`config.mk`:
```
export PLATFORM = sky130hd
export DESIGN_NAME = timer3_split_autoreload
export DESIGN_NICKNAME = d
export VERILOG_FILES = /design/src/common/timer3_pkg.sv /design/src/rtl/timer3_split_autoreload.sv /design/src/rtl/prescale_div12.sv /design/src/rtl/ext_clock_tick.sv
export SDC_FILE = /design/constraint.sdc
export NUM_CORES = 1
export LEC_CHECK = 0
export ABC_CLOCK_PERIOD_IN_PS = 1900
export BUFFER_PORTS_ARGS = -buffer_cell sky130_fd_sc_hd__buf_2
export CAP_MARGIN = 20
export CORE_MARGIN = 2
export CORE_UTILIZATION = 40
export CTS_CLUSTER_DIAMETER = 80
export DETAILED_ROUTE_END_ITERATION = 6
export PLACE_DENSITY = 0.65
export SYNTH_ARGS = -nofsm -noshare
export SYNTH_HDL_FRONTEND = slang
export SYNTH_SLANG_ARGS = --single-unit
```
`constraint.sdc`:
```
create_clock -name clk_sys -period 1.9 [get_ports clk_sys]
set_input_delay 0.38 -clock clk_sys [delete_from_list [all_inputs] [get_ports clk_sys]]
set_output_delay 0.38 -clock clk_sys [all_outputs]
set_load 0.02 [all_outputs]
```
`src/common/timer3_pkg.sv`:
```
/*
 * Constants, types and the tick-select function of the split auto-reload timer.
 * Assumes one system clock at 125 MHz and the special-function-register port.
 */
// Contract
// split mode enable 0 runs one 16-bit auto-reload counter, 1 runs two 8-bit ones.
// in 16-bit mode the count advances only while run control is 1.
// in split mode run control gates only the high byte; the low byte always counts.
// control bit 1 reads as zero and ignores writes.
// external clock select 0 picks the system clock divided by 12 as the alternate source.
// external clock select 1 picks the external oscillator divided by 8, resynchronized.
// in split mode one external clock select bit serves both byte counters.
// per-byte clock select bits choose between system clock and the alternate source.
// the reload low register is an 8-bit read/write register.
// the reload high register is an 8-bit read/write register.
// count low holds the counter low byte, or the low byte timer in split mode.
// a 16-bit wrap from all ones loads the reload value and sets the high flag.
// in split mode each byte reloads from its own register on wrap and sets its flag.
// with the timer interrupt enabled, high overflow requests one; low too if enabled.
// overflow flags are cleared only by software writing zero.
// every selected tick becomes a one-cycle count enable in the system clock domain.
// a register write takes effect next cycle and wins over a count in that cycle.
package timer3_pkg;

    // register addresses
    localparam logic [7:0] ADDR_CONTROL       = 8'h91;
    localparam logic [7:0] ADDR_RELOAD_LOW    = 8'h92;
    localparam logic [7:0] ADDR_RELOAD_HIGH   = 8'h93;
    localparam logic [7:0] ADDR_COUNT_LOW     = 8'h94;
    localparam logic [7:0] ADDR_COUNT_HIGH    = 8'h95;
    localparam logic [7:0] ADDR_CLOCK_CONTROL = 8'h9E;

    // control register fields
    localparam int unsigned CTL_HIGH_FLAG  = 7;
    localparam int unsigned CTL_LOW_FLAG   = 6;
    localparam int unsigned CTL_LOW_INT_EN = 5;
    localparam int unsigned CTL_SPLIT      = 3;
    localparam int unsigned CTL_RUN        = 2;
    localparam int unsigned CTL_EXT_SEL    = 0;

    // clock control register fields
    localparam int unsigned CKC_HIGH_SEL = 5;
    localparam int unsigned CKC_LOW_SEL  = 4;

    // reset values
    localparam logic [7:0] RESET_BYTE = 8'h00;

    // counter limits
    localparam logic [7:0]  BYTE_ALL_ONES = 8'hFF;
    localparam logic [15:0] WORD_ALL_ONES = 16'hFFFF;

    // prescaler and external divider
    localparam logic [3:0] PRESCALE_LAST = 4'hB;
    localparam logic [2:0] EXT_DIV_LAST  = 3'h7;

    typedef enum logic [1:0] {
        MODE_WIDE  = 2'b01,
        MODE_SPLIT = 2'b10
    } mode_e;

    // system clock, else alternate source chosen by external select
    function automatic logic pickTick(input logic sysSel, input logic extSel,
                                      input logic tickDiv12, input logic tickExt);
        return sysSel ? 1'b1 : (extSel ? tickExt : tickDiv12);
    endfunction : pickTick

endpackage : timer3_pkg

```
`src/rtl/timer3_split_autoreload.sv`:
```
/*
 * Split-capable auto-reload timer with its register port.
 * Assumes a register port with single-cycle read and write strobes on clk_sys
 * and a timer interrupt enable kept by the interrupt controller outside.
 */
`timescale 1ns/1ps
module timer3_split_autoreload (
    // clock and reset
    input  wire logic       clk_sys,
    input  wire logic       reset,
    // register port
    input  wire logic [7:0] sfrAddr,
    input  wire logic       sfrWrite,
    input  wire logic       sfrRead,
    input  wire logic [7:0] sfrWdata,
    output logic      [7:0] sfrRdata,
    // external oscillator
    input  wire logic       extOsc,
    // interrupt
    input  wire logic       timerIntEnable,
    output logic            timerIrq
);
    typedef struct packed {
        logic [7:0] reloadLow;
        logic [7:0] reloadHigh;
        logic [7:0] countLow;
        logic [7:0] countHigh;
        logic       highFlag;
        logic       lowFlag;
        logic       lowIntEn;
        logic       split;
        logic       run;
        logic       extSel;
        logic       highSysSel;
        logic       lowSysSel;
        logic [7:0] readData;
        logic       irq;
    } timer_s;

    timer_s             st;
    timer_s             next_st;
    logic               tickDiv12;
    logic               tickExt;
    logic               tickHigh;
    logic               tickLow;
    logic               incHigh;
    logic               incLow;
    logic               highWrap;
    logic               lowWrap;
    logic [15:0]        wideCount;
    logic [15:0]        wideNext;
    logic               writeCtl;
    timer3_pkg::mode_e  mode;

    prescale_div12 u_div12 (
        .clk_sys   (clk_sys),
        .reset     (reset),
        .tickDiv12 (tickDiv12)
    );

    ext_clock_tick u_ext (
        .clk_sys (clk_sys),
        .reset   (reset),
        .extOsc  (extOsc),
        .tickExt (tickExt)
    );

    always_comb begin
        next_st = st;
        mode = st.split ? timer3_pkg::MODE_SPLIT : timer3_pkg::MODE_WIDE;
        // one alternate source for both bytes
        tickHigh = timer3_pkg::pickTick(st.highSysSel, st.extSel,
                                        tickDiv12, tickExt);
        tickLow = timer3_pkg::pickTick(st.lowSysSel, st.extSel,
                                       tickDiv12, tickExt);
        incHigh = 1'b0;
        incLow = 1'b0;
        highWrap = 1'b0;
        lowWrap = 1'b0;
        wideCount = {st.countHigh, st.countLow};
        wideNext = wideCount;
        writeCtl = sfrWrite && (sfrAddr == timer3_pkg::ADDR_CONTROL);

        case (mode)
            timer3_pkg::MODE_WIDE: begin
                // low-byte select clocks the whole word
                incLow = st.run & tickLow;
                if (incLow) begin
                    lowWrap = (st.countLow == timer3_pkg::BYTE_ALL_ONES);
                    highWrap = (wideCount == timer3_pkg::WORD_ALL_ONES);
                    if (highWrap) begin
                        wideNext = {st.reloadHigh, st.reloadLow};
                    end else begin
                        wideNext = wideCount + 16'h0001;
                    end
                end
                next_st.countHigh = wideNext[15:8];
                next_st.countLow = wideNext[7:0];
            end
            timer3_pkg::MODE_SPLIT: begin
                incHigh = st.run & tickHigh;
                incLow = tickLow;
                if (incHigh) begin
                    highWrap = (st.countHigh == timer3_pkg::BYTE_ALL_ONES);
                    next_st.countHigh = highWrap ? st.reloadHigh
                                                 : st.countHigh + 8'h01;
                end
                if (incLow) begin
                    lowWrap = (st.countLow == timer3_pkg::BYTE_ALL_ONES);
                    next_st.countLow = lowWrap ? st.reloadLow
                                               : st.countLow + 8'h01;
                end
            end
            default: begin
                next_st.countHigh = st.countHigh;
            end
        endcase

        // register writes land after counting so they win
        if (sfrWrite) begin
            case (sfrAddr)
                timer3_pkg::ADDR_RELOAD_LOW:  next_st.reloadLow = sfrWdata;
                timer3_pkg::ADDR_RELOAD_HIGH: next_st.reloadHigh = sfrWdata;
                timer3_pkg::ADDR_COUNT_LOW:   next_st.countLow = sfrWdata;
                timer3_pkg::ADDR_COUNT_HIGH:  next_st.countHigh = sfrWdata;
                timer3_pkg::ADDR_CONTROL: begin
                    // bits 1 and 4 are not stored
                    next_st.highFlag = sfrWdata[timer3_pkg::CTL_HIGH_FLAG];
                    next_st.lowFlag = sfrWdata[timer3_pkg::CTL_LOW_FLAG];
                    next_st.lowIntEn = sfrWdata[timer3_pkg::CTL_LOW_INT_EN];
                    next_st.split = sfrWdata[timer3_pkg::CTL_SPLIT];
                    next_st.run = sfrWdata[timer3_pkg::CTL_RUN];
                    next_st.extSel = sfrWdata[timer3_pkg::CTL_EXT_SEL];
                end
                timer3_pkg::ADDR_CLOCK_CONTROL: begin
                    next_st.highSysSel = sfrWdata[timer3_pkg::CKC_HIGH_SEL];
                    next_st.lowSysSel = sfrWdata[timer3_pkg::CKC_LOW_SEL];
                end
                default: begin
                    next_st.readData = st.readData;
                end
            endcase
        end

        // hardware set beats a clearing write
        if (highWrap) begin
            next_st.highFlag = 1'b1;
        end
        if (lowWrap) begin
            next_st.lowFlag = 1'b1;
        end

        if (sfrRead) begin
            case (sfrAddr)
                timer3_pkg::ADDR_CONTROL: begin
                    next_st.readData = {st.highFlag, st.lowFlag, st.lowIntEn, 1'b0,
                                        st.split, st.run, 1'b0, st.extSel};
                end
                timer3_pkg::ADDR_RELOAD_LOW:  next_st.readData = st.reloadLow;
                timer3_pkg::ADDR_RELOAD_HIGH: next_st.readData = st.reloadHigh;
                timer3_pkg::ADDR_COUNT_LOW:   next_st.readData = st.countLow;
                timer3_pkg::ADDR_COUNT_HIGH:  next_st.readData = st.countHigh;
                timer3_pkg::ADDR_CLOCK_CONTROL: begin
                    next_st.readData = {2'b00, st.highSysSel, st.lowSysSel, 4'h0};
                end
                default: next_st.readData = timer3_pkg::RESET_BYTE;
            endcase
        end

        next_st.irq = timerIntEnable &
                      (next_st.highFlag | (next_st.lowIntEn & next_st.lowFlag));
    end

    always_ff @(posedge clk_sys or posedge reset) begin
        if (reset) begin
            st <= '0;
        end else begin
            st <= next_st;
        end
    end

    assign sfrRdata = st.readData;
    assign timerIrq = st.irq;
endmodule : timer3_split_autoreload

```
`src/rtl/prescale_div12.sv`:
```
/*
 * System clock divided by 12: one-cycle tick every twelfth clock.
 * Assumes the system clock and its asynchronous reset.
 */
`timescale 1ns/1ps
module prescale_div12 (
    // clock and reset
    input  wire logic clk_sys,
    input  wire logic reset,
    // tick
    output logic      tickDiv12
);
    typedef struct packed {
        logic [3:0] count;
        logic       tick;
    } div_s;

    div_s st;
    div_s next_st;

    always_comb begin
        next_st = st;
        next_st.tick = (st.count == timer3_pkg::PRESCALE_LAST);
        if (st.count == timer3_pkg::PRESCALE_LAST) begin
            next_st.count = 4'h0;
        end else begin
            next_st.count = st.count + 4'h1;
        end
    end

    always_ff @(posedge clk_sys or posedge reset) begin
        if (reset) begin
            st <= '0;
        end else begin
            st <= next_st;
        end
    end

    assign tickDiv12 = st.tick;
endmodule : prescale_div12

```
`src/rtl/ext_clock_tick.sv`:
```
/*
 * External oscillator resynchronized, edge detected and divided by 8.
 * Assumes the oscillator is much slower than half the system clock.
 */
`timescale 1ns/1ps
module ext_clock_tick (
    // clock and reset
    input  wire logic clk_sys,
    input  wire logic reset,
    // oscillator pin
    input  wire logic extOsc,
    // tick
    output logic      tickExt
);
    typedef struct packed {
        logic       sync1;
        logic       sync2;
        logic       prev;
        logic [2:0] count;
        logic       tick;
    } ext_s;

    ext_s st;
    ext_s next_st;
    logic riseSeen;

    always_comb begin
        next_st = st;
        next_st.sync1 = extOsc;
        next_st.sync2 = st.sync1;
        next_st.prev = st.sync2;
        riseSeen = st.sync2 & ~st.prev;
        next_st.tick = riseSeen && (st.count == timer3_pkg::EXT_DIV_LAST);
        if (riseSeen) begin
            next_st.count = st.count + 3'h1;
        end
    end

    always_ff @(posedge clk_sys or posedge reset) begin
        if (reset) begin
            st <= '0;
        end else begin
            st <= next_st;
        end
    end

    assign tickExt = st.tick;
endmodule : ext_clock_tick

```
==> Word-level counts from Yosys, hierarchy flattened <==
Cells that the tools add are included.
{ "word_totals": {"latch_bits": 0, "mem_count": 0, "romBits": 0, "ram_bits": 0, "reg_bits": 61, "elab_cells": 79, "output_inout_bits": 9, "inputBits": 22} }
{ "op_classes": {"div": 0, "mul": 0, "bitwise": 7, "n_eq_ne": 13, "shift": 0, "muxes": 28, "magnitude_cmp": 0, "reduce_logical": 5, "n_addsub": 5} }
{ "op_table": {"columns": ["cell", "count"], "rows": [
  ["$eq A8 B8 Y1 const B", 8],
  ["$mux W8", 7],
  ["$pmux W8 S6", 1],
  ["$mux W16", 2],
  ["$mux W32", 1],
  ["$pmux W8 S2", 2],
  ["$add A16 B1 Y16 const B", 1],
  ["$add A8 B1 Y8 const B", 2],
  ["$eq A16 B16 Y1 const B", 1],
  ["$mux W1", 9],
  ["$reduce_and A2 Y1", 4],
  ["$mux W6", 1],
  ["$and A1 B1 Y1", 5],
  ["$add A4 B1 Y4 const B", 1],
  ["$eq A4 B4 Y1 const B", 1],
  ["$mux W2", 2],
  ["$mux W4", 1],
  ["$pmux W1 S2", 2],
  ["$add A3 B1 Y3 const B", 1],
  ["$eq A3 B3 Y1 const B", 1],
  ["$eq A2 B1 Y1 const B", 1],
  ["$eq A2 B2 Y1 const B", 1],
  ["$logic_and A1 B1 Y1", 1],
  ["$not A1 Y1", 1],
  ["$or A1 B1 Y1", 1]
]} }

==> Longest topological paths before layout <==
Gate-level depths: netlist of the first run.
{ "depth": {"depth_word": 11, "mapped_depth": 9} }

==> Cells and area by module <==
Synthesis of the first run repeated with hierarchy kept, for this count alone.
{ "unflattened": {"hier_cells": 421, "area_unflattened_um2": 3832.4} }
{ "by_module_without_submodules": {"columns": ["mod", "n_inst", "seq_area_each_um2", "area_each_um2", "cells_per_inst"], "rows": [
  ["timer3_split_autoreload", 1, 1226.2, 3359.5, 390],
  ["ext_clock_tick", 1, 175.2, 264.0, 15],
  ["prescale_div12", 1, 125.1, 209.0, 16]
]} }

==> Worst setup path before layout of the first run <==
No wires, ideal clock.
{ "synth_timing": {"path_kind": "register to register", "start": "register st[26] (netlist bit)", "end": "register st[30] (netlist bit)", "required_time_ns": 1.763, "path_stages_with_launch": 8, "synth_period_minus_slack_ns": 2.119, "setup_slack_ns": -0.219, "arrival_ns": 1.982, "path_cell_list": "dfrtp_1 -> ha_1 -> nand4_1 -> nor4_2 -> buf_4 -> o21ai_0 -> a2111oi_0 -> nor3_1"} }
{ "synth_lines": {"columns": ["item", "line", "rtl"], "rows": [
  ["from (decl)", "timer3_split_autoreload.sv:40", "timer_s st;"],
  ["from (signal assigned)", "timer3_split_autoreload.sv:178", "st <= next_st;"]
]} }

==> results of run 1 <==
-- layer usage --
metal | wire length (um) | part of all wire
met1 | 5120 | 0.41
met4 | 451 | 0.036
met5 | 0 | 0
met2 | 5760 | 0.46
met3 | 1100 | 0.089
-- sequential cells by signal, summed over array words and instances (netlist names) --
signal	flops
u_ext.next_st	2
u_ext.st	4
u_ext.tickExt	1
sfrRdata	8
st	40
u_div12.st	4
timerIrq	1
u_div12.tickDiv12	1
-- layout make-up --
class | count | share of cell area
Timing Repair Buffer | 123 | 0.184
Multi-Input combinational cell | 303 | 0.435
Clock inverter | 7 | 0.0103
Inverter | 14 | 0.0106
Tap cell | 111 | 0.0279
Sequential cell | 61 | 0.307
Clock buffer | 9 | 0.0249
-- power by group through the flow --
stage	clock network (mW)	logic, mW	registers (mW)
after floorplan	0	0.814	1.64
after global placement	0	1.39	1.67
after detailed placement	0	1.42	1.68
after CTS	1.09	1.44	1.66
after global routing	1.15	1.69	1.69
final	1.05	1.56	1.67
-- synth_stat cells, types with 2 or more instances --
cell and n:
dfrtp_1 61, a22oi_1 6, a21oi_1 20, nor2b_1 2
and2_1 4, buf_4 9, nand3_1 12, a41oi_1 2
o211ai_1 6, a2111oi_0 3, a211oi_1 8, mux2i_1 5
xor2_1 2, mux2_2 33, nor3_1 11, o21ai_1 2
o21a_1 4, buf_2 8, nor4_2 2, or3_1 4
ha_1 5, nor2_2 3, and3_1 5, clkbuf_1 14
a311oi_1 3, a221oi_1 6, o21ai_0 16, a21o_1 2
o22ai_1 9, o2111ai_1 2, a21boi_0 2, o311ai_0 2
nand4_1 6, and4_1 5, nor4_1 4, a31oi_1 11
nand2_1 33, nor2_1 41, inv_1 14, o22a_1 3
-- what timing repair did --
item,in CTS,in global routing
endpoints found under the hold margin,0,0
setup buffers,1,9
endpoints found under the setup margin,9,16
pin swaps,1,16
gates resized for setup,8,26
-- placed cells by master (no fill, tap or decap), types with 10 or more instances in the layout --
cell type	synthesis	layout
a21oi_1	20	17
a31oi_1	11	11
buf_2	8	30
buf_4	9	84
dfrtp_1	61	61
inv_1	14	13
mux2_2	33	32
nand2_1	33	33
nand3_1	12	12
nor2_1	41	40
nor3_1	11	10
-- critical path, stage by stage (launching register included) --
cell      delay, ns
dfrtp_1        0.41
ha_4           0.16
nand4_1        0.18
buf_4          0.21
nor3_4         0.12
buf_4          0.14
mux2_4         0.29
a311oi_2       0.25
o21ai_1        0.09
o21ai_1        0.08
-- path summary, 6_finish.rpt --
path	cells after the start	end	slack (ns)
worst max register to register	9	st[32]	-0.09
worst max-delay path	9	st[32]	-0.09
min in group clk_sys	1	u_ext.next_st[5]	0.14
max in group asynchronous	3	st[38]	1.55
worst min-delay path	3	st[32]	0.09
worst min register to register	0	u_ext.next_st[4]	0.35
-- cell families (layout without fill, tap and decap cells) --
logic type	Yosys count	count (layout)	share of synthesized area
xor+xnor	3	3	0.00696
compound gates	116	116	0.209
flops	61	61	0.405
simple gates	140	140	0.187
fa+ha+maj	5	5	0.0166
mux	39	39	0.116
buf+inv	47	153	0.0603
-- stage by stage --
step	utilization	instance area, um2	setup TNS, ns
floorplan	-	3820	-0.117
global placement	0.500	4600	-0.904
detailed placement	0.500	4600	-1.86
CTS	0.524	4810	-0.0393
global route	0.541	4970	-1.68
finish	0.541	4970	-0.247
==> impl_metrics.csv, run 1 <==
group,metric,value,unit
place,dp.cells,602,
global_routing,first_global_vias,3725,
finish,nets,539,
floorplan,io_pins,31,
detailed_routing,routed_wl,12.4,mm
status,violations,"setup timing",
sta,finalCritPeriodShare,1.05,
global_routing,grt_max_degree,62,
logic_synthesis,yosys_register_bits,61,
logic_synthesis,synthDistinctLibCells,61,
logic_synthesis,yosys-top-cells-area,"dfrtp_1 (40%), mux2_2 (9.8%), nor2_1 (4.1%)",
clocking,path_clk_slew,0.08,ns
global_routing,gr-usage-met3,0.0483,
floorplan,die_h,101,um
detailed_routing,wire_per_inst,19.8,um
logic_synthesis,async_flop_share,1.00,
power_and_ir_drop,p_sw,1.56,mW
global_routing,grt-ovfl-total,0,
floorplan,core,9200,um2
clocking,cts_tree,"built",
clocking,cts_root_buf,"clkbuf_8",
place,place_congestion,0.973,
setup_path,reg2reg_from,"st[25]",
finish,n_antenna_cell,0,
sta,slew_headroom,0.701,
sta,fin_worst_skew,0.0160,ns
logic_synthesis,synth_enable_flop_cells,0,
sta,setup_viol,6,
finish,final_cells,628,
clocking,cts_buffer_depth,2,
detailed_routing,firstDrtPassIters,6,
floorplan,dieWidth,101,um
logic_synthesis,syn-mean-instance-area,9.18,um2
sta,rsz0062_at_grt,"true",
sta,worstMarginPinSlew,0.437,ns
finish,fillers,858,
detailed_routing,num_vias,3825,
setup_path,critPathMaxFanout,3,
power_and_ir_drop,ir_worst_vdd,0.000417,V
floorplan,fp-row-count,35,
sta,fin_ws,-0.0934,ns
sta,hold_slack,0.0934,ns
logic_synthesis,yosys_warnings,0,
logic_synthesis,synthesis.area,3770,um2
place,hpwl,9.31,mm
finish,drive_gt1_frac,0.389,
sta,hold_viol_final,0,
global_routing,antenna_found_initial,0,
global_routing,gr-usage-all-layers,0.255,
setup_path,arrival,2.28,ns
detailed_routing,viasPerCell,6.09,
status,status,"finished with violations",
clocking,htree_levels,3,
finish,seq_area,1530,um2
logic_synthesis,synth.yosys.seq_area_share,0.405,
sta,fin_crit,1.99,ns
setup_path,crit_path_start,"st[25]",
power_and_ir_drop,p_clk_frac,0.246,
detailed_routing,ant_nets,0,
power_and_ir_drop,p_seq_frac,0.389,
setup_path,criticalPathCategory,"register to register",
power_and_ir_drop,p_per_area,860,nW/um2
run,max-cap-violations,0,
logic_synthesis,synth.largest_area_cell,"dfrtp_1",
power_and_ir_drop,p_comb_frac,0.365,
logic_synthesis,synthFlopType,"dfrtp_1",
power_and_ir_drop,p_leak,2.15,nW
finish,area_delta_synth_final,31.8,%
min_path,hold_class,"input port to async pin",
sta,fmax,0.502,GHz
detailed_routing,dr.first_iter.drc_count,355,
logic_synthesis,synth_top_area_share,0.405,
logic_synthesis,synth_fp_nets,438,
finish,multiInputGateArea,2160,um2
global_routing,use_met1,0.338,
setup_path,cp-end-kind,"register",
setup_path,required,2.18,ns
global_routing,grt_pass1_wl,19.7,mm
place,place.port_buffers,30,
global_routing,use_met2,0.410,
clocking,clk_latency,0.35,ns
logic_synthesis,syn-instance-count,411,
sta,drv_slew,0,
power_and_ir_drop,switching_share,0.364,
detailed_routing,drc,0,
floorplan,die-area,10200,um2
place,pre_cts_slack,-0.169,ns
power_and_ir_drop,intPower,2.72,mW
power_and_ir_drop,power,4.28,mW
clocking,cts_num_sinks,61,
global_routing,busiest_layer,"met2",
setup_path,critPathLaunchType,"register",
floorplan,start_util,0.410,
clocking,cts_buffers,9,
clocking,hold_buffers,0,
Power figures use the tool's default switching activity.
==> inputs of run 2 (changes only) <==
--- a/config.mk
+++ b/config.mk
@@ -5,14 +5,16 @@
 export SDC_FILE = /design/constraint.sdc
 export NUM_CORES = 1
 export LEC_CHECK = 0
+export ABC_AREA = 1
 export ABC_CLOCK_PERIOD_IN_PS = 1900
 export BUFFER_PORTS_ARGS = -buffer_cell sky130_fd_sc_hd__buf_2
 export CAP_MARGIN = 20
+export CORE_ASPECT_RATIO = 0.8
 export CORE_MARGIN = 2
 export CORE_UTILIZATION = 40
 export CTS_CLUSTER_DIAMETER = 80
 export DETAILED_ROUTE_END_ITERATION = 6
-export PLACE_DENSITY = 0.65
+export PLACE_DENSITY = 0.66
 export SYNTH_ARGS = -nofsm -noshare
 export SYNTH_HDL_FRONTEND = slang
 export SYNTH_SLANG_ARGS = --single-unit
==> run 2 against run 1 <==
  * The run now ends clean
  * Sequential share of layout area grew 1.2 points
  * Combinational power increased by 27%
  * Clock power up 64%
  * First-iteration DRC count rose by 35%
  * Utilization shrank 4.9 points
  * Total power grew 27%
  * Sequential power is 4% higher
  * Synthesized cell count increased by 39%
  * Final area is 3.8% lower
  * Non-clock buffer count decreased by 62
  * Worst hold slack better by 0.013 ns
  * Via count up 8.5%
  * Critical endpoint is now timerIrq
  * Largest power group is now combinational logic
==> impl_metrics.csv, run 2 <==
group,metric,value,unit
setup_path,crit_buf_inv,3,
logic_synthesis,syn-mean-instance-area,7.02,um2
power_and_ir_drop,ir_worst_vdd,0.000777,V
sta,hold_viol_final,0,
setup_path,critPathMaxFanout,10,
sta,fin_worst_skew,0.00801,ns
finish,fillers,983,
clocking,cts_num_sinks,61,
status,status,"complete, no violations",
detailed_routing,viasPerCell,5.43,
logic_synthesis,yosys_register_bits,61,
clocking,path_clk_slew,0.06,ns
logic_synthesis,syn-instance-count,573,
logic_synthesis,synth_enable_flop_cells,0,
clocking,cts_buffers,9,
finish,top_register,"st",
detailed_routing,num_vias,4149,
setup_path,cp_slowest_stage_delay,0.39,ns
sta,worstMarginPinSlew,0.388,ns
sta,fin_crit,1.73,ns
finish,drive_gt1_frac,0.182,
min_path,hold_class,"input port to async pin",
sta,finalCritPeriodShare,0.909,
floorplan,core,9730,um2
global_routing,grt-ovfl-total,0,
floorplan,die_h,93.7,um
setup_path,required,2.12,ns
detailed_routing,ant_nets,0,
sta,rsz0062_at_grt,"false",
sta,drv_slew,0,
floorplan,fp-row-count,32,
logic_synthesis,synthesis.area,4030,um2
logic_synthesis,synth.yosys.seq_area_share,0.379,
global_routing,antenna_found_initial,0,
clocking,cts_tree,"built",
run,max-cap-violations,0,
setup_path,cp_slowest_cell,"dfrtp_1",
place,place_congestion,1.04,
place,place.port_buffers,30,
finish,final_util,0.492,
finish,area_delta_synth_final,18.9,%
setup_path,crit_chain,"ha_1 -> inv_1 -> nor2_2 -> nand2_4 -> inv_4 -> buf_4 -> nand3_1 -> o21ai_0 -> nor2_1 -> a21boi_2",
sta,fin_tns_setup,0,ns
sta,slew_headroom,0.741,
logic_synthesis,synthDistinctLibCells,42,
setup_path,cp_top_family,"simple AND/OR/NAND/NOR gates",
setup_path,criticalPathCategory,"register to register",
place,hpwl,9.76,mm
clocking,cts_root_buf,"clkbuf_16",
logic_synthesis,async_flop_share,1.00,
clocking,cts_buffer_depth,2,
setup_path,arrival,1.95,ns
logic_synthesis,synth.largest_area_cell,"dfrtp_1",
logic_synthesis,synth.most_common_cell,"nand2_1",
logic_synthesis,synth_fp_nets,600,
logic_synthesis,yosys_warnings,0,
detailed_routing,drc,0,
global_routing,grt_pass1_wl,20.7,mm
detailed_routing,dr.first_iter.drc_count,479,
finish,final_cell_mix,"nand2_1 (158), inv_1 (64), dfrtp_1 (61)",
clocking,clk_latency,0.34,ns
detailed_routing,firstDrtPassIters,6,
clocking,htree_levels,3,
logic_synthesis,yosys-top-cells-count,"nand2_1 (160), inv_1 (65), dfrtp_1 (61), o21ai_0 (53), nor2_1 (52)",
finish,multiInputGateArea,2080,um2
finish,nets,650,
logic_synthesis,synthFlopType,"dfrtp_1",
global_routing,first_global_vias,3911,
finish,n_antenna_cell,0,
finish,layout_commonest_cell,"nand2_1",
floorplan,start_util,0.414,
logic_synthesis,yosys-top-cells-area,"dfrtp_1 (38%), nand2_1 (15%), o21ai_0 (6.6%)",
detailed_routing,routed_wl,12.9,mm
sta,setup_viol,0,
finish,seq_area,1530,um2
floorplan,io_pins,31,
global_routing,gr-usage-all-layers,0.256,
setup_path,cp-end-kind,"register",
floorplan,dieWidth,116,um
power_and_ir_drop,p_leak,2.39,nW
power_and_ir_drop,p_per_area,1130,nW/um2
detailed_routing,wire_per_inst,16.9,um
finish,largest_reg_flops,40,
logic_synthesis,synth_top_area_share,0.379,
global_routing,grt_max_degree,62,
sta,fmax,0.579,GHz
setup_path,critPathLaunchType,"register",
floorplan,die-area,10900,um2
## run 2: cell count changes after synthesis, sizes merged, moves of 17 or more
cell | before | now
a21oi | 20 | 37
inv | 14 | 71
nand3 | 12 | 39
nand2 | 33 | 170
mux2 | 34 | 2
o21ai | 18 | 65
## run 2: final timing paths
path                                  start                to  slack (ns)  depth (start not counted)
min in group clk_sys                 extOsc  u_ext.next_st[5]        0.15                          1
setup / recovery                     st[18]          timerIrq        0.17                         10
max in group asynchronous             reset            st[20]        1.52                          3
setup reg to reg                     st[18]          timerIrq        0.17                         10
hold / removal                        reset  u_ext.next_st[5]        0.11                          3
hold reg to reg            u_ext.next_st[5]  u_ext.next_st[4]        0.35                          0
## run 2: what timing repair did
item / in CTS / in global routing
hold endpoints to repair: 0 / 0
endpoints found under the setup margin: 0 / 7
buffers inserted: 0 / 2
hold buffers: 0 / 0
resized for setup: 0 / 5
## run 2: cell type report
cell class              instances  share of cell area
inverters                      73              0.0599
clock inverters                 6              0.0149
multi-input cells             417               0.435
repair buffers                 61              0.0853
flip-flops and latches         61               0.319
well taps                     136              0.0356
clock buffers                  10              0.0499
## run 2: worst min-delay path, delay by kind of cell
family	cells	cell delay [ns]
buf+inv	3	0.46
## run 2: cells by family after synthesis
| group | Yosys count | share of synthesized area |
|---|---|---|
| adder cells (fa/ha/maj) | 5 | 0.0155 |
| AND/OR/NAND/NOR | 279 | 0.306 |
| flip-flops | 61 | 0.379 |
| multiplexers | 3 | 0.00808 |
| XOR/XNOR | 7 | 0.0152 |
| buffers and inverters | 95 | 0.105 |
| AO/OA/AOI/OAI | 123 | 0.171 |
## run 2: report_power, final
group / internal (mW) / switching, mW / leakage (nW)
Combinational: 0.769 / 1.21 / 1.47
Sequential: 1.54 / 0.200 / 0.783
Clock: 1.06 / 0.657 / 0.145
## run 2: through the flow
| step | worst slack, ns | hold WS, ns | total power [mW] | instances | area [um2] |
|---|---|---|---|---|---|
| finish | 0.172 | 0.106 | 5.43 | 764 | 4780 |
| global route | 0.0184 | 0.140 | 5.73 | 764 | 4780 |
| CTS | 0.143 | 0.121 | 5.37 | 762 | 4750 |
| detailed placement | 0.117 | 0.340 | 3.65 | 746 | 4440 |
| global placement | 0.185 | 0.337 | 3.63 | 746 | 4440 |
| floorplan | 0.00696 | 0.331 | 2.95 | 573 | 4030 |
## run 2: metal layers
layer  track usage  wire, um  vias to the layer above
li1              -         -                     1966
met1         0.374      5880                     1929
met2         0.343      5240                      216
met3        0.0948      1480                       38
met4        0.0942       348                        0
met5             0         0                        -
